<file path="src/hdl/bstm_pkg.sv">
// Purpose: Shared constants and types for the bus stall time-out monitor
// Assumes: 16-bit register bus, one clock domain at 25 MHz
// Notes: Register addresses are word addresses on the plain register port
package bstm_pkg;

	// ----------------------------------------------------------------
	// Register map
	// ----------------------------------------------------------------
	localparam logic [15:0] CTRL_ADDR = 16'h9000;
	localparam logic [15:0] IRQ_STAT_ADDR = 16'h9001;
	localparam logic [15:0] IRQ_MASK_ADDR = 16'h9002;
	localparam logic [15:0] IPORT_ERR_ADDR = 16'h0302;

	// ----------------------------------------------------------------
	// Field positions and reset values
	// ----------------------------------------------------------------
	localparam int CTRL_PERIPH_EN_BIT = 0;
	localparam int CTRL_EXT_EN_BIT = 1;
	localparam logic [1:0] CTRL_RESET = 2'h1;
	localparam int IPORT_ICACHE_BIT = 12;
	localparam int IRQ_CPU_BIT = 0;
	localparam int IRQ_DMA_BIT = 1;
	localparam int IRQ_ICACHE_BIT = 2;
	localparam int IRQ_W = 3;
	localparam logic [IRQ_W-1:0] IRQ_RESET = 3'h0;
	localparam logic [15:0] RDATA_RESET = 16'h0000;

	// ----------------------------------------------------------------
	// Timing: stall limit in CPU clock cycles
	// ----------------------------------------------------------------
	localparam int STALL_LIMIT_CYC = 512;
	localparam int CNT_W = 10;
	typedef logic [CNT_W-1:0] bstm_cnt_t;
	localparam bstm_cnt_t STALL_LAST = bstm_cnt_t'(STALL_LIMIT_CYC - 1);
	localparam bstm_cnt_t CNT_RESET = 10'h000;

	// ----------------------------------------------------------------
	// Types
	// ----------------------------------------------------------------
	typedef struct packed {
		logic start;
		logic to_periph_off;
		logic to_ext_mem;
		logic icache_fetch;
		logic ack;
	} bstm_acc_s;

	typedef struct packed {
		logic periph;
		logic ext;
		logic icache;
	} bstm_kind_s;

	localparam bstm_kind_s KIND_RESET = 3'h0;

	typedef enum logic {
		ST_IDLE,
		ST_WAIT
	} bstm_state_e;

endpackage : bstm_pkg

</file>
<file path="src/hdl/bstm_stall_cnt.sv">
// Purpose: Stall cycle counter for one bus requester
// Assumes: Access inputs synchronous to clk_i; start is a one-cycle pulse
// Notes: Raises expire_o for one cycle after the stall limit without ack
`timescale 1ns/1ps
`default_nettype none
module bstm_stall_cnt
	import bstm_pkg::*;
(
	input wire logic clk_i,
	input wire logic rst_b_i,
	input wire logic ce_i,
	input wire bstm_acc_s acc_i,
	output logic expire_o,
	output bstm_kind_s kind_o
);

	bstm_state_e state_r, state_nxt;
	bstm_cnt_t cnt_r, cnt_nxt;
	bstm_kind_s kind_r, kind_nxt;
	logic expire_r, expire_nxt;

	// ----------------------------------------------------------------
	// Next state
	// ----------------------------------------------------------------
	always_comb begin
		state_nxt = state_r;
		cnt_nxt = cnt_r;
		kind_nxt = kind_r;
		expire_nxt = 1'b0;
		// New access always restarts, even over a pending one
		if (acc_i.start) begin
			state_nxt = ST_WAIT;
			cnt_nxt = CNT_RESET;
			kind_nxt.periph = acc_i.to_periph_off;
			kind_nxt.ext = acc_i.to_ext_mem;
			kind_nxt.icache = acc_i.icache_fetch;
		end else begin
			unique case (state_r)
				ST_IDLE: begin
					cnt_nxt = CNT_RESET;
				end
				ST_WAIT: begin
					if (acc_i.ack) begin
						state_nxt = ST_IDLE;
					end else if (cnt_r == STALL_LAST) begin
						state_nxt = ST_IDLE;
						expire_nxt = 1'b1;
					end else begin
						cnt_nxt = cnt_r + 10'h001;
					end
				end
			endcase
		end
	end

	always_ff @(posedge clk_i) begin
		if (!rst_b_i) begin
			state_r <= ST_IDLE;
			cnt_r <= CNT_RESET;
			kind_r <= KIND_RESET;
			expire_r <= 1'b0;
		end else if (ce_i) begin
			state_r <= state_nxt;
			cnt_r <= cnt_nxt;
			kind_r <= kind_nxt;
			expire_r <= expire_nxt;
		end
	end

	assign expire_o = expire_r;
	assign kind_o = kind_r;

	// ----------------------------------------------------------------
	// Checks
	// ----------------------------------------------------------------
	cnt_restart_a: assert property (@(posedge clk_i) disable iff (!rst_b_i)
		(ce_i && acc_i.start) |=> (cnt_r == CNT_RESET && state_r == ST_WAIT))
		else $error("stall counter not restarted by new access");
	expire_limit_a: assert property (@(posedge clk_i) disable iff (!rst_b_i)
		$rose(expire_r) |-> ($past(cnt_r) == STALL_LAST && $past(state_r) == ST_WAIT))
		else $error("expiry without full stall count");

endmodule : bstm_stall_cnt
`default_nettype wire

</file>
<file path="src/hdl/bstm_top.sv">
// Purpose: Bus stall time-out monitor for CPU and DMA accesses
// Assumes: Requesters flag each access with a start pulse and end it by ack
// Notes: One clock; ce_i low freezes every flip-flop
`timescale 1ns/1ps
`default_nettype none

// Operation
// - Stalled access to off peripheral errors after 512
// - Peripheral enable bit 0, resets one
// - CPU time-out raises bus error interrupt
// - DMA time-out sets DMA flag and interrupt
// - External memory enable bit 1, resets zero
// - Cache fetch time-out sets bit 12 flag
module bstm_top
	import bstm_pkg::*;
(
	input wire logic clk_i,
	input wire logic rst_b_i,
	input wire logic ce_i,
	input wire logic [15:0] addr_i,
	input wire logic [15:0] wdata_i,
	input wire logic wr_i,
	input wire logic rd_i,
	output logic [15:0] rdata_o,
	input wire bstm_acc_s cpu_acc_i,
	input wire bstm_acc_s dma_acc_i,
	input wire logic dma_flag_clr_i,
	output logic cpu_timeout_err_o,
	output logic dma_timeout_err_o,
	output logic dma_timeout_flag_o,
	output logic bus_error_irq_o
);

	// ----------------------------------------------------------------
	// Helpers
	// ----------------------------------------------------------------
	// Set wins over clear so no event is lost
	function automatic logic [IRQ_W-1:0] sticky(input logic [IRQ_W-1:0] old_v,
		input logic [IRQ_W-1:0] set_v, input logic [IRQ_W-1:0] clr_v);
		sticky = (old_v & ~clr_v) | set_v;
	endfunction : sticky

	function automatic logic hit(input logic [15:0] a, input logic [15:0] reg_a);
		hit = (a == reg_a);
	endfunction : hit

	// ----------------------------------------------------------------
	// Stall counters
	// ----------------------------------------------------------------
	logic cpu_expire, dma_expire;
	bstm_kind_s cpu_kind, dma_kind;

	bstm_stall_cnt u_cpu_cnt (
		.clk_i(clk_i),
		.rst_b_i(rst_b_i),
		.ce_i(ce_i),
		.acc_i(cpu_acc_i),
		.expire_o(cpu_expire),
		.kind_o(cpu_kind)
	);

	bstm_stall_cnt u_dma_cnt (
		.clk_i(clk_i),
		.rst_b_i(rst_b_i),
		.ce_i(ce_i),
		.acc_i(dma_acc_i),
		.expire_o(dma_expire),
		.kind_o(dma_kind)
	);

	// ----------------------------------------------------------------
	// Registers and state
	// ----------------------------------------------------------------
	logic periph_stall_err_en_r, periph_stall_err_en_nxt;
	logic ext_mem_stall_err_en_r, ext_mem_stall_err_en_nxt;
	logic [IRQ_W-1:0] irq_stat_r, irq_stat_nxt;
	logic [IRQ_W-1:0] irq_mask_r, irq_mask_nxt;
	logic instr_cache_expiry_err_r, instr_cache_expiry_err_nxt;
	logic dma_flag_r, dma_flag_nxt;
	logic cpu_err_r, cpu_err_nxt;
	logic dma_err_r, dma_err_nxt;
	logic irq_r, irq_nxt;
	logic [15:0] rdata_r, rdata_nxt;
	logic cpu_to, dma_to, icache_to;
	logic [IRQ_W-1:0] ev_set, ev_clr;
	logic [15:0] ctrl_view, iport_view;

	// ----------------------------------------------------------------
	// Time-out qualification
	// ----------------------------------------------------------------
	// Enables are sampled at expiry, so clearing one mid-stall
	// suppresses the error of an access already pending
	always_comb begin
		cpu_to = cpu_expire && ((cpu_kind.periph && periph_stall_err_en_r)
			|| (cpu_kind.ext && ext_mem_stall_err_en_r));
		dma_to = dma_expire && ((dma_kind.periph && periph_stall_err_en_r)
			|| (dma_kind.ext && ext_mem_stall_err_en_r));
		icache_to = cpu_expire && cpu_kind.icache && cpu_kind.ext && ext_mem_stall_err_en_r;
	end

	always_comb begin
		ctrl_view = 16'h0000;
		ctrl_view[CTRL_PERIPH_EN_BIT] = periph_stall_err_en_r;
		ctrl_view[CTRL_EXT_EN_BIT] = ext_mem_stall_err_en_r;
		iport_view = 16'h0000;
		iport_view[IPORT_ICACHE_BIT] = instr_cache_expiry_err_r;
	end

	// ----------------------------------------------------------------
	// Register port and events
	// ----------------------------------------------------------------
	always_comb begin
		periph_stall_err_en_nxt = periph_stall_err_en_r;
		ext_mem_stall_err_en_nxt = ext_mem_stall_err_en_r;
		irq_mask_nxt = irq_mask_r;
		ev_set = '0;
		ev_clr = '0;
		rdata_nxt = RDATA_RESET;
		if (wr_i) begin
			if (hit(addr_i, CTRL_ADDR)) begin
				periph_stall_err_en_nxt = wdata_i[CTRL_PERIPH_EN_BIT];
				ext_mem_stall_err_en_nxt = wdata_i[CTRL_EXT_EN_BIT];
			end
			if (hit(addr_i, IRQ_MASK_ADDR)) begin
				irq_mask_nxt = wdata_i[IRQ_W-1:0];
			end
			if (hit(addr_i, IRQ_STAT_ADDR)) begin
				ev_clr = wdata_i[IRQ_W-1:0];
			end
		end
		if (rd_i) begin
			if (hit(addr_i, CTRL_ADDR)) begin
				rdata_nxt = ctrl_view;
			end else if (hit(addr_i, IRQ_STAT_ADDR)) begin
				rdata_nxt = {13'h0000, irq_stat_r};
			end else if (hit(addr_i, IRQ_MASK_ADDR)) begin
				rdata_nxt = {13'h0000, irq_mask_r};
			end else if (hit(addr_i, IPORT_ERR_ADDR)) begin
				rdata_nxt = iport_view;
			end
		end
		ev_set[IRQ_CPU_BIT] = cpu_to;
		ev_set[IRQ_DMA_BIT] = dma_to;
		ev_set[IRQ_ICACHE_BIT] = icache_to;
		irq_stat_nxt = sticky(irq_stat_r, ev_set, ev_clr);
		// Error flag is read-only; a read of its register clears it
		instr_cache_expiry_err_nxt = (instr_cache_expiry_err_r && !(rd_i && hit(addr_i, IPORT_ERR_ADDR)))
			|| icache_to;
		dma_flag_nxt = (dma_flag_r && !dma_flag_clr_i) || dma_to;
		cpu_err_nxt = cpu_to;
		dma_err_nxt = dma_to;
		irq_nxt = |(irq_stat_nxt & irq_mask_nxt);
	end

	always_ff @(posedge clk_i) begin
		if (!rst_b_i) begin
			periph_stall_err_en_r <= CTRL_RESET[CTRL_PERIPH_EN_BIT];
			ext_mem_stall_err_en_r <= CTRL_RESET[CTRL_EXT_EN_BIT];
			irq_stat_r <= IRQ_RESET;
			irq_mask_r <= IRQ_RESET;
			instr_cache_expiry_err_r <= 1'b0;
			dma_flag_r <= 1'b0;
			cpu_err_r <= 1'b0;
			dma_err_r <= 1'b0;
			irq_r <= 1'b0;
			rdata_r <= RDATA_RESET;
		end else if (ce_i) begin
			periph_stall_err_en_r <= periph_stall_err_en_nxt;
			ext_mem_stall_err_en_r <= ext_mem_stall_err_en_nxt;
			irq_stat_r <= irq_stat_nxt;
			irq_mask_r <= irq_mask_nxt;
			instr_cache_expiry_err_r <= instr_cache_expiry_err_nxt;
			dma_flag_r <= dma_flag_nxt;
			cpu_err_r <= cpu_err_nxt;
			dma_err_r <= dma_err_nxt;
			irq_r <= irq_nxt;
			rdata_r <= rdata_nxt;
		end
	end

	assign rdata_o = rdata_r;
	assign cpu_timeout_err_o = cpu_err_r;
	assign dma_timeout_err_o = dma_err_r;
	assign dma_timeout_flag_o = dma_flag_r;
	assign bus_error_irq_o = irq_r;

	// ----------------------------------------------------------------
	// Checks
	// ----------------------------------------------------------------
	localparam int LIM = 512;

	// Cycles since the last CPU start with no ack, saturating
	logic [10:0] cpu_stall_q;
	always_ff @(posedge clk_i) begin
		if (!rst_b_i) begin
			cpu_stall_q <= 11'h000;
		end else if (ce_i) begin
			if (cpu_acc_i.start) begin
				cpu_stall_q <= 11'h001;
			end else if (cpu_acc_i.ack || cpu_stall_q == 11'h000) begin
				cpu_stall_q <= 11'h000;
			end else if (cpu_stall_q != 11'h7FF) begin
				cpu_stall_q <= cpu_stall_q + 11'h001;
			end
		end
	end

	cpu_err_time_a: assert property (@(posedge clk_i) disable iff (!rst_b_i)
		$rose(cpu_timeout_err_o) |-> ($past(cpu_stall_q) == 11'(LIM + 1)))
		else $error("cpu time-out not exactly at stall limit");
	periph_gate_a: assert property (@(posedge clk_i) disable iff (!rst_b_i)
		(ce_i && cpu_expire && cpu_kind.periph && !cpu_kind.ext && !periph_stall_err_en_r)
		|=> !cpu_timeout_err_o)
		else $error("peripheral time-out while disabled");
	ext_gate_a: assert property (@(posedge clk_i) disable iff (!rst_b_i)
		(ce_i && dma_expire && dma_kind.ext && !dma_kind.periph) |=> (dma_timeout_err_o == $past(ext_mem_stall_err_en_r)))
		else $error("external time-out not following its enable");
	ctrl_read_a: assert property (@(posedge clk_i) disable iff (!rst_b_i)
		(ce_i && rd_i && addr_i == CTRL_ADDR) |=> (rdata_o[15:2] == 14'h0000))
		else $error("control upper bits not zero");
	bus_irq_a: assert property (@(posedge clk_i) disable iff (!rst_b_i)
		(cpu_timeout_err_o && irq_mask_r[IRQ_CPU_BIT]) |-> bus_error_irq_o)
		else $error("cpu time-out did not raise bus error");
	dma_flag_a: assert property (@(posedge clk_i) disable iff (!rst_b_i)
		dma_timeout_err_o |-> (dma_timeout_flag_o && irq_stat_r[IRQ_DMA_BIT]))
		else $error("dma time-out flag or status missing");
	icache_flag_a: assert property (@(posedge clk_i) disable iff (!rst_b_i)
		$rose(instr_cache_expiry_err_r) |-> ($past(ext_mem_stall_err_en_r) && cpu_timeout_err_o))
		else $error("cache flag set without gated time-out");
	set_wins_a: assert property (@(posedge clk_i) disable iff (!rst_b_i)
		(ce_i && dma_to && dma_flag_clr_i) |=> dma_timeout_flag_o)
		else $error("clear beat a simultaneous set");
	ctrl_reset_a: assert property (@(posedge clk_i)
		!rst_b_i |=> (periph_stall_err_en_r && !ext_mem_stall_err_en_r))
		else $error("control reset value wrong");

	cpu_to_c: cover property (@(posedge clk_i) disable iff (!rst_b_i) $rose(cpu_timeout_err_o));
	dma_to_c: cover property (@(posedge clk_i) disable iff (!rst_b_i) $rose(dma_timeout_flag_o));
	icache_c: cover property (@(posedge clk_i) disable iff (!rst_b_i) $rose(instr_cache_expiry_err_r));
	irq_c: cover property (@(posedge clk_i) disable iff (!rst_b_i) $fell(bus_error_irq_o));

endmodule : bstm_top
`default_nettype wire

</file>
<file path="config.mk">
export PLATFORM = sky130hd
export DESIGN_NAME = bstm_top
export DESIGN_NICKNAME = d
export VERILOG_FILES = /design/src/hdl/bstm_pkg.sv /design/src/hdl/bstm_stall_cnt.sv /design/src/hdl/bstm_top.sv
export SDC_FILE = /design/constraint.sdc
export NUM_CORES = 1
export LEC_CHECK = 0
export BUFFER_PORTS_ARGS = -buffer_cell sky130_fd_sc_hd__buf_2
export CAP_MARGIN = 30
export CORE_MARGIN = 2
export CORE_UTILIZATION = 35
export DETAILED_ROUTE_END_ITERATION = 8
export GPL_TIMING_DRIVEN = 0
export PLACE_DENSITY = 0.66
export SLEW_MARGIN = 20
export SYNTH_ARGS = -nofsm -noshare
export SYNTH_HDL_FRONTEND = slang
export SYNTH_HIERARCHICAL = 1
export SYNTH_SLANG_ARGS = --single-unit
</file>
<file path="constraint.sdc">
create_clock -name clk_i -period 4.2 [get_ports clk_i]
set_clock_uncertainty 0.05 [all_clocks]
set_input_delay 0.84 -clock clk_i [delete_from_list [all_inputs] [get_ports clk_i]]
set_output_delay 0.84 -clock clk_i [all_outputs]
set_load 0.1 [all_outputs]
</file>
==> results of run 1 <==
## area by class of cell
type,count,area (um2),share of cell area [%]
Inverter,6,22.5,0.719
Multi-Input combinational cell,240,1610,51.5
Buffer,23,139,4.43
Sequential cell,46,921,29.4
Clock buffer,6,72.6,2.32
Timing Repair Buffer,41,205,6.55
Clock inverter,2,37.5,1.20
Tap cell,99,124,3.95
## power by group through the flow
stage / Sequential (uW) / Combinational (uW) / Clock [uW]
final: 442 / 131 / 329
after floorplan: 454 / 92.6 / 0
after CTS: 442 / 131 / 344
after detailed placement: 453 / 131 / 0
after global placement: 452 / 129 / 0
after global routing: 443 / 142 / 359
## registers in the layout, summed over array words and instances, names as in the netlist
signal                    flops
u_dma_cnt/state_r             1
dma_timeout_flag_o            1
bus_error_irq_o               1
rdata_o                       4
cpu_timeout_err_o             1
u_cpu_cnt/cnt_r              10
irq_stat_r                    3
dma_timeout_err_o             1
u_cpu_cnt/kind_o              3
ext_mem_stall_err_en_r        1
u_cpu_cnt/state_r             1
periph_stall_err_en_r         1
u_dma_cnt/expire_o            1
irq_mask_r                    3
instr_cache_expiry_err_r      1
u_cpu_cnt/expire_o            1
u_dma_cnt/cnt_r              10
u_dma_cnt/kind_o              2
## metal layers
layer / up-vias / track usage, % / share of wire, %
li1: 1235 / - / -
met1: 1093 / 19.1 / 47
met2: 60 / 25.4 / 46
met3: 9 / 3.49 / 5.3
met4: 0 / 5.81 / 1.7
met5: - / 0 / 0
## worst max-delay path: stages
cell and delay [ns]:
sky130_fd_sc_hd__buf_2 0.29, sky130_fd_sc_hd__clkinv_1 0.36, sky130_fd_sc_hd__nor4b_4 0.44, sky130_fd_sc_hd__mux2i_1 0.22
sky130_fd_sc_hd__nand2_1 0.07
## stage by stage
stage               power, uW  setup slack [ns]  hold WS, ns
floorplan                 546              2.14        0.389
global placement          582              1.81        0.403
detailed placement        583              1.79        0.407
CTS                       917              2.11        0.420
global route              944              2.00        0.444
finish                    902              2.11        0.415
## worst paths after layout
| kind | cells after the start | slack [ns] | start | endpoint |
|---|---|---|---|---|
| setup reg to reg | 5 | 2.46 | u_dma_cnt/cnt_r[0]$_SDFFE_PN0P_ | u_dma_cnt/cnt_r[9]$_SDFFE_PN0P_ |
| hold / removal | 2 | 0.41 | u_cpu_cnt/kind_o[0]$_SDFFE_PN0P_ | u_cpu_cnt/kind_o[0]$_SDFFE_PN0P_ |
| hold reg to reg | 2 | 0.41 | u_cpu_cnt/kind_o[0]$_SDFFE_PN0P_ | u_cpu_cnt/kind_o[0]$_SDFFE_PN0P_ |
| setup / recovery | 5 | 2.11 | ce_i | periph_stall_err_en_r$_SDFFE_PN1P_ |
==> impl_metrics.csv, run 1 <==
group,metric,value,unit
run_status,outcome,"finished clean",
finish,final_nets,413,
yosys,syn-mean-instance-area,8.73,um2
detailed_routing,via_count,2397,
timing,post-route-min-period,2.09,ns
finish,post_route_cell_area,3130,um2
detailed_routing,drt-pass1-iter-count,4,
floorplanning,die_x,91.1,um
floorplanning,design.die.area,8290,um2
finish,area_delta_synth_final,18.1,%
detailed_routing,wl,5980,um
timing,finalHoldViolations,0,
timing,timing_max_transition_violations_final,0,
yosys,synth.cell_area,2650,um2
power_and_ir_drop,p_comb_share,14.5,%
placement,post-dp-hpwl,4450,um
power_and_ir_drop,internal_power,654,uW
hold_path,worst_hold_path_type,"flop to flop",
clock_network,cts-htree-levels,2,
timing,max_clock_freq,478,MHz
clock_network,ctsResizeCount,0,
power_and_ir_drop,peakVddDrop,0.000118,V
clock_network,clk-insertion-delay-late,0.30,ns
placement,post_dp_cell_area,3020,um2
power_and_ir_drop,switching_share,27.5,%
critical_path,worst_ep_required_time,4.33,ns
timing,finalSetupViolCount,0,
clock_network,tritoncts_num_sinks,46,
detailed_routing,detail-route-antenna-nets,0,
critical_path,worstPathArrival,2.22,ns
floorplanning,floorplan.initialDensity,36.4,%
critical_path,critical_path_capture_point_type,"flop",
placement,placed_cells_incl_taps,455,
timing,post-route-period-util,49.8,%
finish,fillerInstances,735,
clock_network,tritoncts,"built",
detailed_routing,route.detailed.wl_per_inst,12.9,um
floorplanning,rows,31,
clock_network,cts_made_buffers,5,
finish,diodes,0,
yosys,synthesis.instances,304,
detailed_routing,drt-vias-per-instance,5.18,
run,maxCapViolCount,0,
finish,post-route-util,43.0,%
clock_network,post-cts-setup-buffers,0,
critical_path,startpoint_type,"primary input",
yosys,ys.warnings.count,6,
timing,tns,0,ns
grt,grt.total_usage,15.2,%
grt,grt_antenna_before_repair,0,
placement,gp_congestion,0.867,
grt,grt.overflow.total,0,
detailed_routing,detail_route.iter0.violations,133,
floorplanning,core,7290,um2
power_and_ir_drop,power.sequential.fraction,49.0,%
finish,final_layout_size_suffix_gt1_share,21.4,%
finish,final_cells,463,
clock_network,root_buffer,"sky130_fd_sc_hd__clkbuf_8",
grt,first_global_vias,2310,
detailed_routing,drc,0,
clock_network,clk_transition_reported_paths,0.08,ns
power_and_ir_drop,clkPwrFrac,36.5,%
critical_path,crit_fanout,17,
clock_network,clockBufferDepth,2,
power_and_ir_drop,pwr_dens,288,nW/um2
clock_network,post_cts_hold_buffer_count,0,
floorplanning,io_pins,68,
finish,commonest_cells_after_routing_fill_and_taps_aside,"sky130_fd_sc_hd__dfxtp_1, sky130_fd_sc_hd__buf_2, sky130_fd_sc_hd__nand2_1",
critical_path,critPathKind,"primary input to flop",
grt,grt_start_max_net_pins,18,
floorplanning,chipHeight,91.1,um
finish,mostFrequentLayoutCell,"sky130_fd_sc_hd__dfxtp_1",
power_and_ir_drop,power.static_leakage,0.00117,uW
timing,rsz0062_at_grt,"no",
grt,first_pass_grt_wire_length,10500,um
power_and_ir_drop,switch_pwr,248,uW
placement,port_buffers,41,
(Power assumes the default switching activity.)
==> run 2, diff against run 1 <==
- PLACE_DENSITY: 0.66 -> 0.68
- clock period: 4.2 -> 1.8 ns (I/O delays scaled with it)
==> impl_metrics.csv, run 2 (same netlist as run 1, synthesis figures left out) <==
group,metric,value,unit
run_status,outcome,"finished clean",
floorplanning,floorplan.initialDensity,36.4,%
clock_network,clk_transition_reported_paths,0.09,ns
critical_path,startpoint_type,"flop",
placement,post_dp_cell_area,3020,um2
critical_path,worstPathArrival,1.82,ns
grt,first_pass_grt_wire_length,9960,um
grt,grt_start_max_net_pins,18,
detailed_routing,drt-vias-per-instance,5.25,
floorplanning,core,7290,um2
timing,finalHoldViolations,0,
finish,diodes,0,
timing,finalSetupViolCount,0,
finish,fillerInstances,731,
timing,timing_max_transition_violations_final,0,
floorplanning,die_x,91.1,um
detailed_routing,wl,6080,um
grt,grt.overflow.total,0,
placement,post-dp-hpwl,4440,um
timing,post-route-min-period,1.69,ns
grt,first_global_vias,2161,
power_and_ir_drop,internal_power,1470,uW
power_and_ir_drop,clkPwrFrac,34.1,%
power_and_ir_drop,power.sequential.fraction,50.8,%
finish,final_nets,415,
floorplanning,rows,31,
clock_network,clk-insertion-delay-late,0.29,ns
critical_path,critical_path.reg2reg.endpoint,"u_dma_cnt/state_r$_SDFFE_PN0P_",
placement,gp_congestion,0.871,
clock_network,root_buffer,"sky130_fd_sc_hd__clkbuf_8",
timing,tns,0,ns
finish,commonest_cells_after_routing_fill_and_taps_aside,"sky130_fd_sc_hd__dfxtp_1, sky130_fd_sc_hd__buf_2, sky130_fd_sc_hd__nand2_1",
timing,rsz0062_at_grt,"no",
timing,post-route-period-util,93.7,%
timing,worst_hold_slack,0.290,ns
critical_path,critPathKind,"flop to flop",
floorplanning,chipHeight,91.1,um
detailed_routing,detail-route-antenna-nets,0,
grt,grt.total_usage,14.2,%
detailed_routing,detail_route.iter0.violations,118,
detailed_routing,drt-pass1-iter-count,4,
power_and_ir_drop,switch_pwr,567,uW
clock_network,tritoncts,"built",
finish,area_delta_synth_final,20.0,%
power_and_ir_drop,power.static_leakage,0.00119,uW
power_and_ir_drop,p_comb_share,15.1,%
grt,grt_antenna_before_repair,1,
finish,mostFrequentLayoutCell,"sky130_fd_sc_hd__dfxtp_1",
hold_path,worst_hold_path_type,"primary input to flop",
critical_path,critical_path_capture_point_type,"flop",
detailed_routing,via_count,2442,
power_and_ir_drop,peakVddDrop,0.000251,V
finish,post_route_cell_area,3180,um2
floorplanning,io_pins,68,
critical_path,timing.critical_path.from,"u_dma_cnt/cnt_r[0]$_SDFFE_PN0P_",
critical_path,worstReg2RegStart,"u_dma_cnt/cnt_r[0]$_SDFFE_PN0P_",
critical_path,worst_ep_required_time,1.93,ns
critical_path,ff2ff_path_depth,5,
clock_network,cts-htree-levels,2,
power_and_ir_drop,pwr_dens,638,nW/um2
power_and_ir_drop,switching_share,27.9,%
run,maxCapViolCount,0,
clock_network,cts_made_buffers,5,
critical_path,setup.reg_to_reg.worst_slack,0.11,ns
placement,port_buffers,41,
detailed_routing,route.detailed.wl_per_inst,13.1,um
timing,max_clock_freq,593,MHz
finish,final_layout_size_suffix_gt1_share,22.7,%
floorplanning,design.die.area,8290,um2
clock_network,tritoncts_num_sinks,46,
critical_path,crit_fanout,7,
detailed_routing,drc,0,
clock_network,clockBufferDepth,2,
critical_path,worst_setup_path_endpoint,"u_dma_cnt/state_r$_SDFFE_PN0P_",
run 2: changes by cell type in the layout (fill, tap and decap cells not counted):
cell / delta
sky130_fd_sc_hd__bufinv_16: -1
sky130_fd_sc_hd__clkinvlp_4: -1
sky130_fd_sc_hd__o31ai_4: +2
sky130_fd_sc_hd__o31ai_2: -2
sky130_fd_sc_hd__clkbuf_1: -1
sky130_fd_sc_hd__ha_1: -2
sky130_fd_sc_hd__buf_4: +2
sky130_fd_sc_hd__ha_2: +2
sky130_fd_sc_hd__nand4_2: -2
sky130_fd_sc_hd__clkinv_4: +1
sky130_fd_sc_hd__clkbuf_8: +2
sky130_fd_sc_hd__nand4_4: +2
run 2: through the flow:
step                utilization [%]  cells  setup WS (ns)  power, uW
global placement               41.5    455         -0.112       1360
finish                         43.7    465          0.114       2030
detailed placement             41.5    455         -0.123       1360
floorplan                         -    315          0.175       1280
CTS                            42.9    463         0.0670       2070
global route                   43.7    465        0.00893       2130
run 2: final cells by class:
| class | count | area (um2) | share of cell area, % |
|---|---|---|---|
| buffer | 23 | 139 | 4.36 |
| clock buffer | 7 | 96.3 | 3.03 |
| clock inverter | 1 | 8.76 | 0.275 |
| inverter | 6 | 22.5 | 0.707 |
| multi-input combinational | 240 | 1650 | 51.9 |
| sequential | 46 | 921 | 28.9 |
| tap | 99 | 124 | 3.89 |
| timing repair buffer | 43 | 220 | 6.92 |
run 2: worst min path at each step:
stage | startpoint | end | slack [ns] | depth (start not counted)
after global placement | dma_timeout_flag_o$_SDFFE_PN0P_ | dma_timeout_flag_o$_SDFFE_PN0P_ | 0.41 | 2
final | dma_flag_clr_i | dma_timeout_flag_o$_SDFFE_PN0P_ | 0.29 | 4
after global routing | dma_acc_i[3] | u_dma_cnt/kind_o[2]$_SDFFE_PN0P_ | 0.29 | 3
after CTS | cpu_acc_i[3] | u_cpu_cnt/kind_o[2]$_SDFFE_PN0P_ | 0.28 | 3
after detailed placement | dma_timeout_flag_o$_SDFFE_PN0P_ | dma_timeout_flag_o$_SDFFE_PN0P_ | 0.41 | 2
after floorplan | u_cpu_cnt/kind_o[0]$_SDFFE_PN0P_ | u_cpu_cnt/kind_o[0]$_SDFFE_PN0P_ | 0.39 | 2
run 2: timing repair:
item / in CTS / in global routing
buffers inserted: 0 / 2
gates resized for setup: 0 / 6
endpoints found under the setup margin: 0 / 6
hold buffers: 0 / 0
run 2: power groups by stage:
stage | logic [uW] | registers [uW] | clock network, uW
after global routing | 328 | 1030 | 769
after detailed placement | 305 | 1060 | 0
final | 308 | 1030 | 692
after CTS | 305 | 1030 | 731
after floorplan | 216 | 1060 | 0
after global placement | 302 | 1060 | 0
run 2: worst max-delay path: stages (launching register included):
cell and delay [ns]:
sky130_fd_sc_hd__dfxtp_1 0.39, sky130_fd_sc_hd__ha_2 0.26, sky130_fd_sc_hd__nand4_4 0.18, sky130_fd_sc_hd__nor3_4 0.32, sky130_fd_sc_hd__o21ai_0 0.12, sky130_fd_sc_hd__a31o_2 0.26
run 2: per-layer routing:
metal  wire, um  track usage (%)
met5         13                0
met4         73             4.29
met3        317             3.32
met2       2850             24.2
met1       2820             17.7
==> run 3, diff against run 2 <==
- ABC_AREA: not set -> 1
- PLACE_DENSITY: 0.68 -> 0.67
==> impl_metrics.csv, run 3 <==
group,metric,value,unit
grt,first_pass_grt_wire_length,11300,um
timing,finalSetupViolCount,0,
placement,gp_congestion,0.925,
finish,mostFrequentLayoutCell,"sky130_fd_sc_hd__nand2_1",
timing,worst_hold_slack,0.270,ns
clock_network,tritoncts,"built",
timing,post-route-min-period,1.62,ns
timing,finalHoldViolations,0,
power_and_ir_drop,peakVddDrop,0.000345,V
run,maxCapViolCount,0,
run_status,outcome,"finished clean",
critical_path,critical_path_capture_point_type,"flop",
finish,area_delta_synth_final,16.8,%
clock_network,tritoncts_num_sinks,46,
finish,fillerInstances,830,
detailed_routing,detail-route-antenna-nets,0,
detailed_routing,route.detailed.wl_per_inst,10.9,um
clock_network,post_cts_hold_buffer_count,0,
floorplanning,die_x,94.3,um
floorplanning,io_pins,68,
critical_path,startpoint_type,"flop",
timing,rsz0062_at_grt,"no",
grt,grt_antenna_before_repair,0,
grt,grt_start_max_net_pins,15,
yosys,synth.cell_area,2850,um2
floorplanning,design.die.area,8880,um2
clock_network,root_buffer,"sky130_fd_sc_hd__clkbuf_8",
yosys,synthesis.instances,449,
yosys,ys.warnings.count,6,
finish,commonest_cells_after_routing_fill_and_taps_aside,"sky130_fd_sc_hd__nand2_1, sky130_fd_sc_hd__nor2_1, sky130_fd_sc_hd__inv_1",
detailed_routing,detail_route.iter0.violations,135,
timing,timing_max_transition_violations_final,0,
detailed_routing,drt-vias-per-instance,4.79,
critical_path,worstPathArrival,1.77,ns
clock_network,ctsResizeCount,0,
grt,first_global_vias,2660,
timing,post-route-period-util,90.0,%
detailed_routing,wl,6630,um
placement,port_buffers,40,
finish,final_layout_size_suffix_gt1_share,18.1,%
grt,grt.overflow.total,0,
clock_network,clockBufferDepth,2,
finish,regArea,921,um2
critical_path,crit_fanout,6,
grt,grt.total_usage,15.5,%
clock_network,cts_made_buffers,5,
critical_path,worst_ep_required_time,1.95,ns
floorplanning,chipHeight,94.3,um
finish,final_nets,557,
critical_path,critPathKind,"flop to flop",
yosys,syn-mean-instance-area,6.35,um2
floorplanning,floorplan.initialDensity,36.5,%
clock_network,post-cts-setup-buffers,0,
clock_network,cts-htree-levels,2,
floorplanning,core,7810,um2
clock_network,clk-insertion-delay-late,0.29,ns
timing,tns,0,ns
finish,multi_input_comb_area,1590,um2
timing,max_clock_freq,617,MHz
detailed_routing,drt-pass1-iter-count,4,
power_and_ir_drop,power.static_leakage,0.00159,uW
detailed_routing,via_count,2920,
placement,post-dp-hpwl,5080,um
hold_path,worst_hold_path_type,"primary input to flop",
clock_network,clk_transition_reported_paths,0.09,ns
detailed_routing,drc,0,
power_and_ir_drop,pwr_dens,678,nW/um2
floorplanning,rows,32,
finish,diodes,0,
run 3: area by class of cell:
class	instances	area share (%)
clock inverters	2	1.13
well taps	102	3.83
multi-input cells	338	47.8
plain buffers	25	5.67
clock buffers	6	2.18
flip-flops and latches	46	27.6
repair buffers	40	6.01
inverters	51	5.75
run 3: final timing paths:
kind | startpoint | end | slack [ns] | depth (start not counted)
hold / removal | cpu_acc_i[1] | u_cpu_cnt/kind_o[0]$_SDFFE_PN0P_ | 0.27 | 3
hold reg to reg | rdata_o[1]$_SDFFE_PN0P_ | rdata_o[1]$_SDFFE_PN0P_ | 0.41 | 2
setup / recovery | u_cpu_cnt/cnt_r[0]$_SDFFE_PN0P_ | u_cpu_cnt/cnt_r[1]$_SDFFE_PN0P_ | 0.18 | 10
setup reg to reg | u_cpu_cnt/cnt_r[0]$_SDFFE_PN0P_ | u_cpu_cnt/cnt_r[1]$_SDFFE_PN0P_ | 0.18 | 10
run 3: through the flow:
stage | utilization, % | instance area [um2] | setup slack [ns] | instances | total power, uW
after floorplan | - | 2890 | 0.418 | 460 | 1410
after global placement | 41.3 | 3220 | 0.117 | 602 | 1510
after detailed placement | 41.3 | 3220 | 0.106 | 602 | 1510
after CTS | 42.7 | 3330 | 0.191 | 610 | 2290
after global routing | 42.7 | 3330 | 0.0516 | 610 | 2370
final | 42.7 | 3330 | 0.179 | 610 | 2260
run 3: critical path, stage by stage, from the launching register on:
cell                      delay (ns)
sky130_fd_sc_hd__dfxtp_1        0.41
sky130_fd_sc_hd__ha_1           0.24
sky130_fd_sc_hd__nand2_2        0.08
sky130_fd_sc_hd__nor2_2         0.10
sky130_fd_sc_hd__nand3_1        0.09
sky130_fd_sc_hd__nand2_2        0.08
sky130_fd_sc_hd__nand2_2        0.07
sky130_fd_sc_hd__nand2_2        0.13
sky130_fd_sc_hd__inv_1          0.11
sky130_fd_sc_hd__nor2_1         0.11
sky130_fd_sc_hd__nor2_1         0.04
run 3: routing by layer:
| metal | global-route usage (%) | up-vias | share of wire (%) |
|---|---|---|---|
| met4 | 3.86 | 0 | 0.56 |
| met5 | 0 | - | 0 |
| li1 | - | 1520 | - |
| met2 | 28.3 | 79 | 48 |
| met1 | 18.7 | 1317 | 46 |
| met3 | 2.57 | 4 | 5.2 |
run 3: power breakdown:
group          switching, uW  internal (uW)  total (uW)
sequential              28.2           1050        1080
combinational            289            120         408
clock                    354            415         769
total                    671           1590        2260
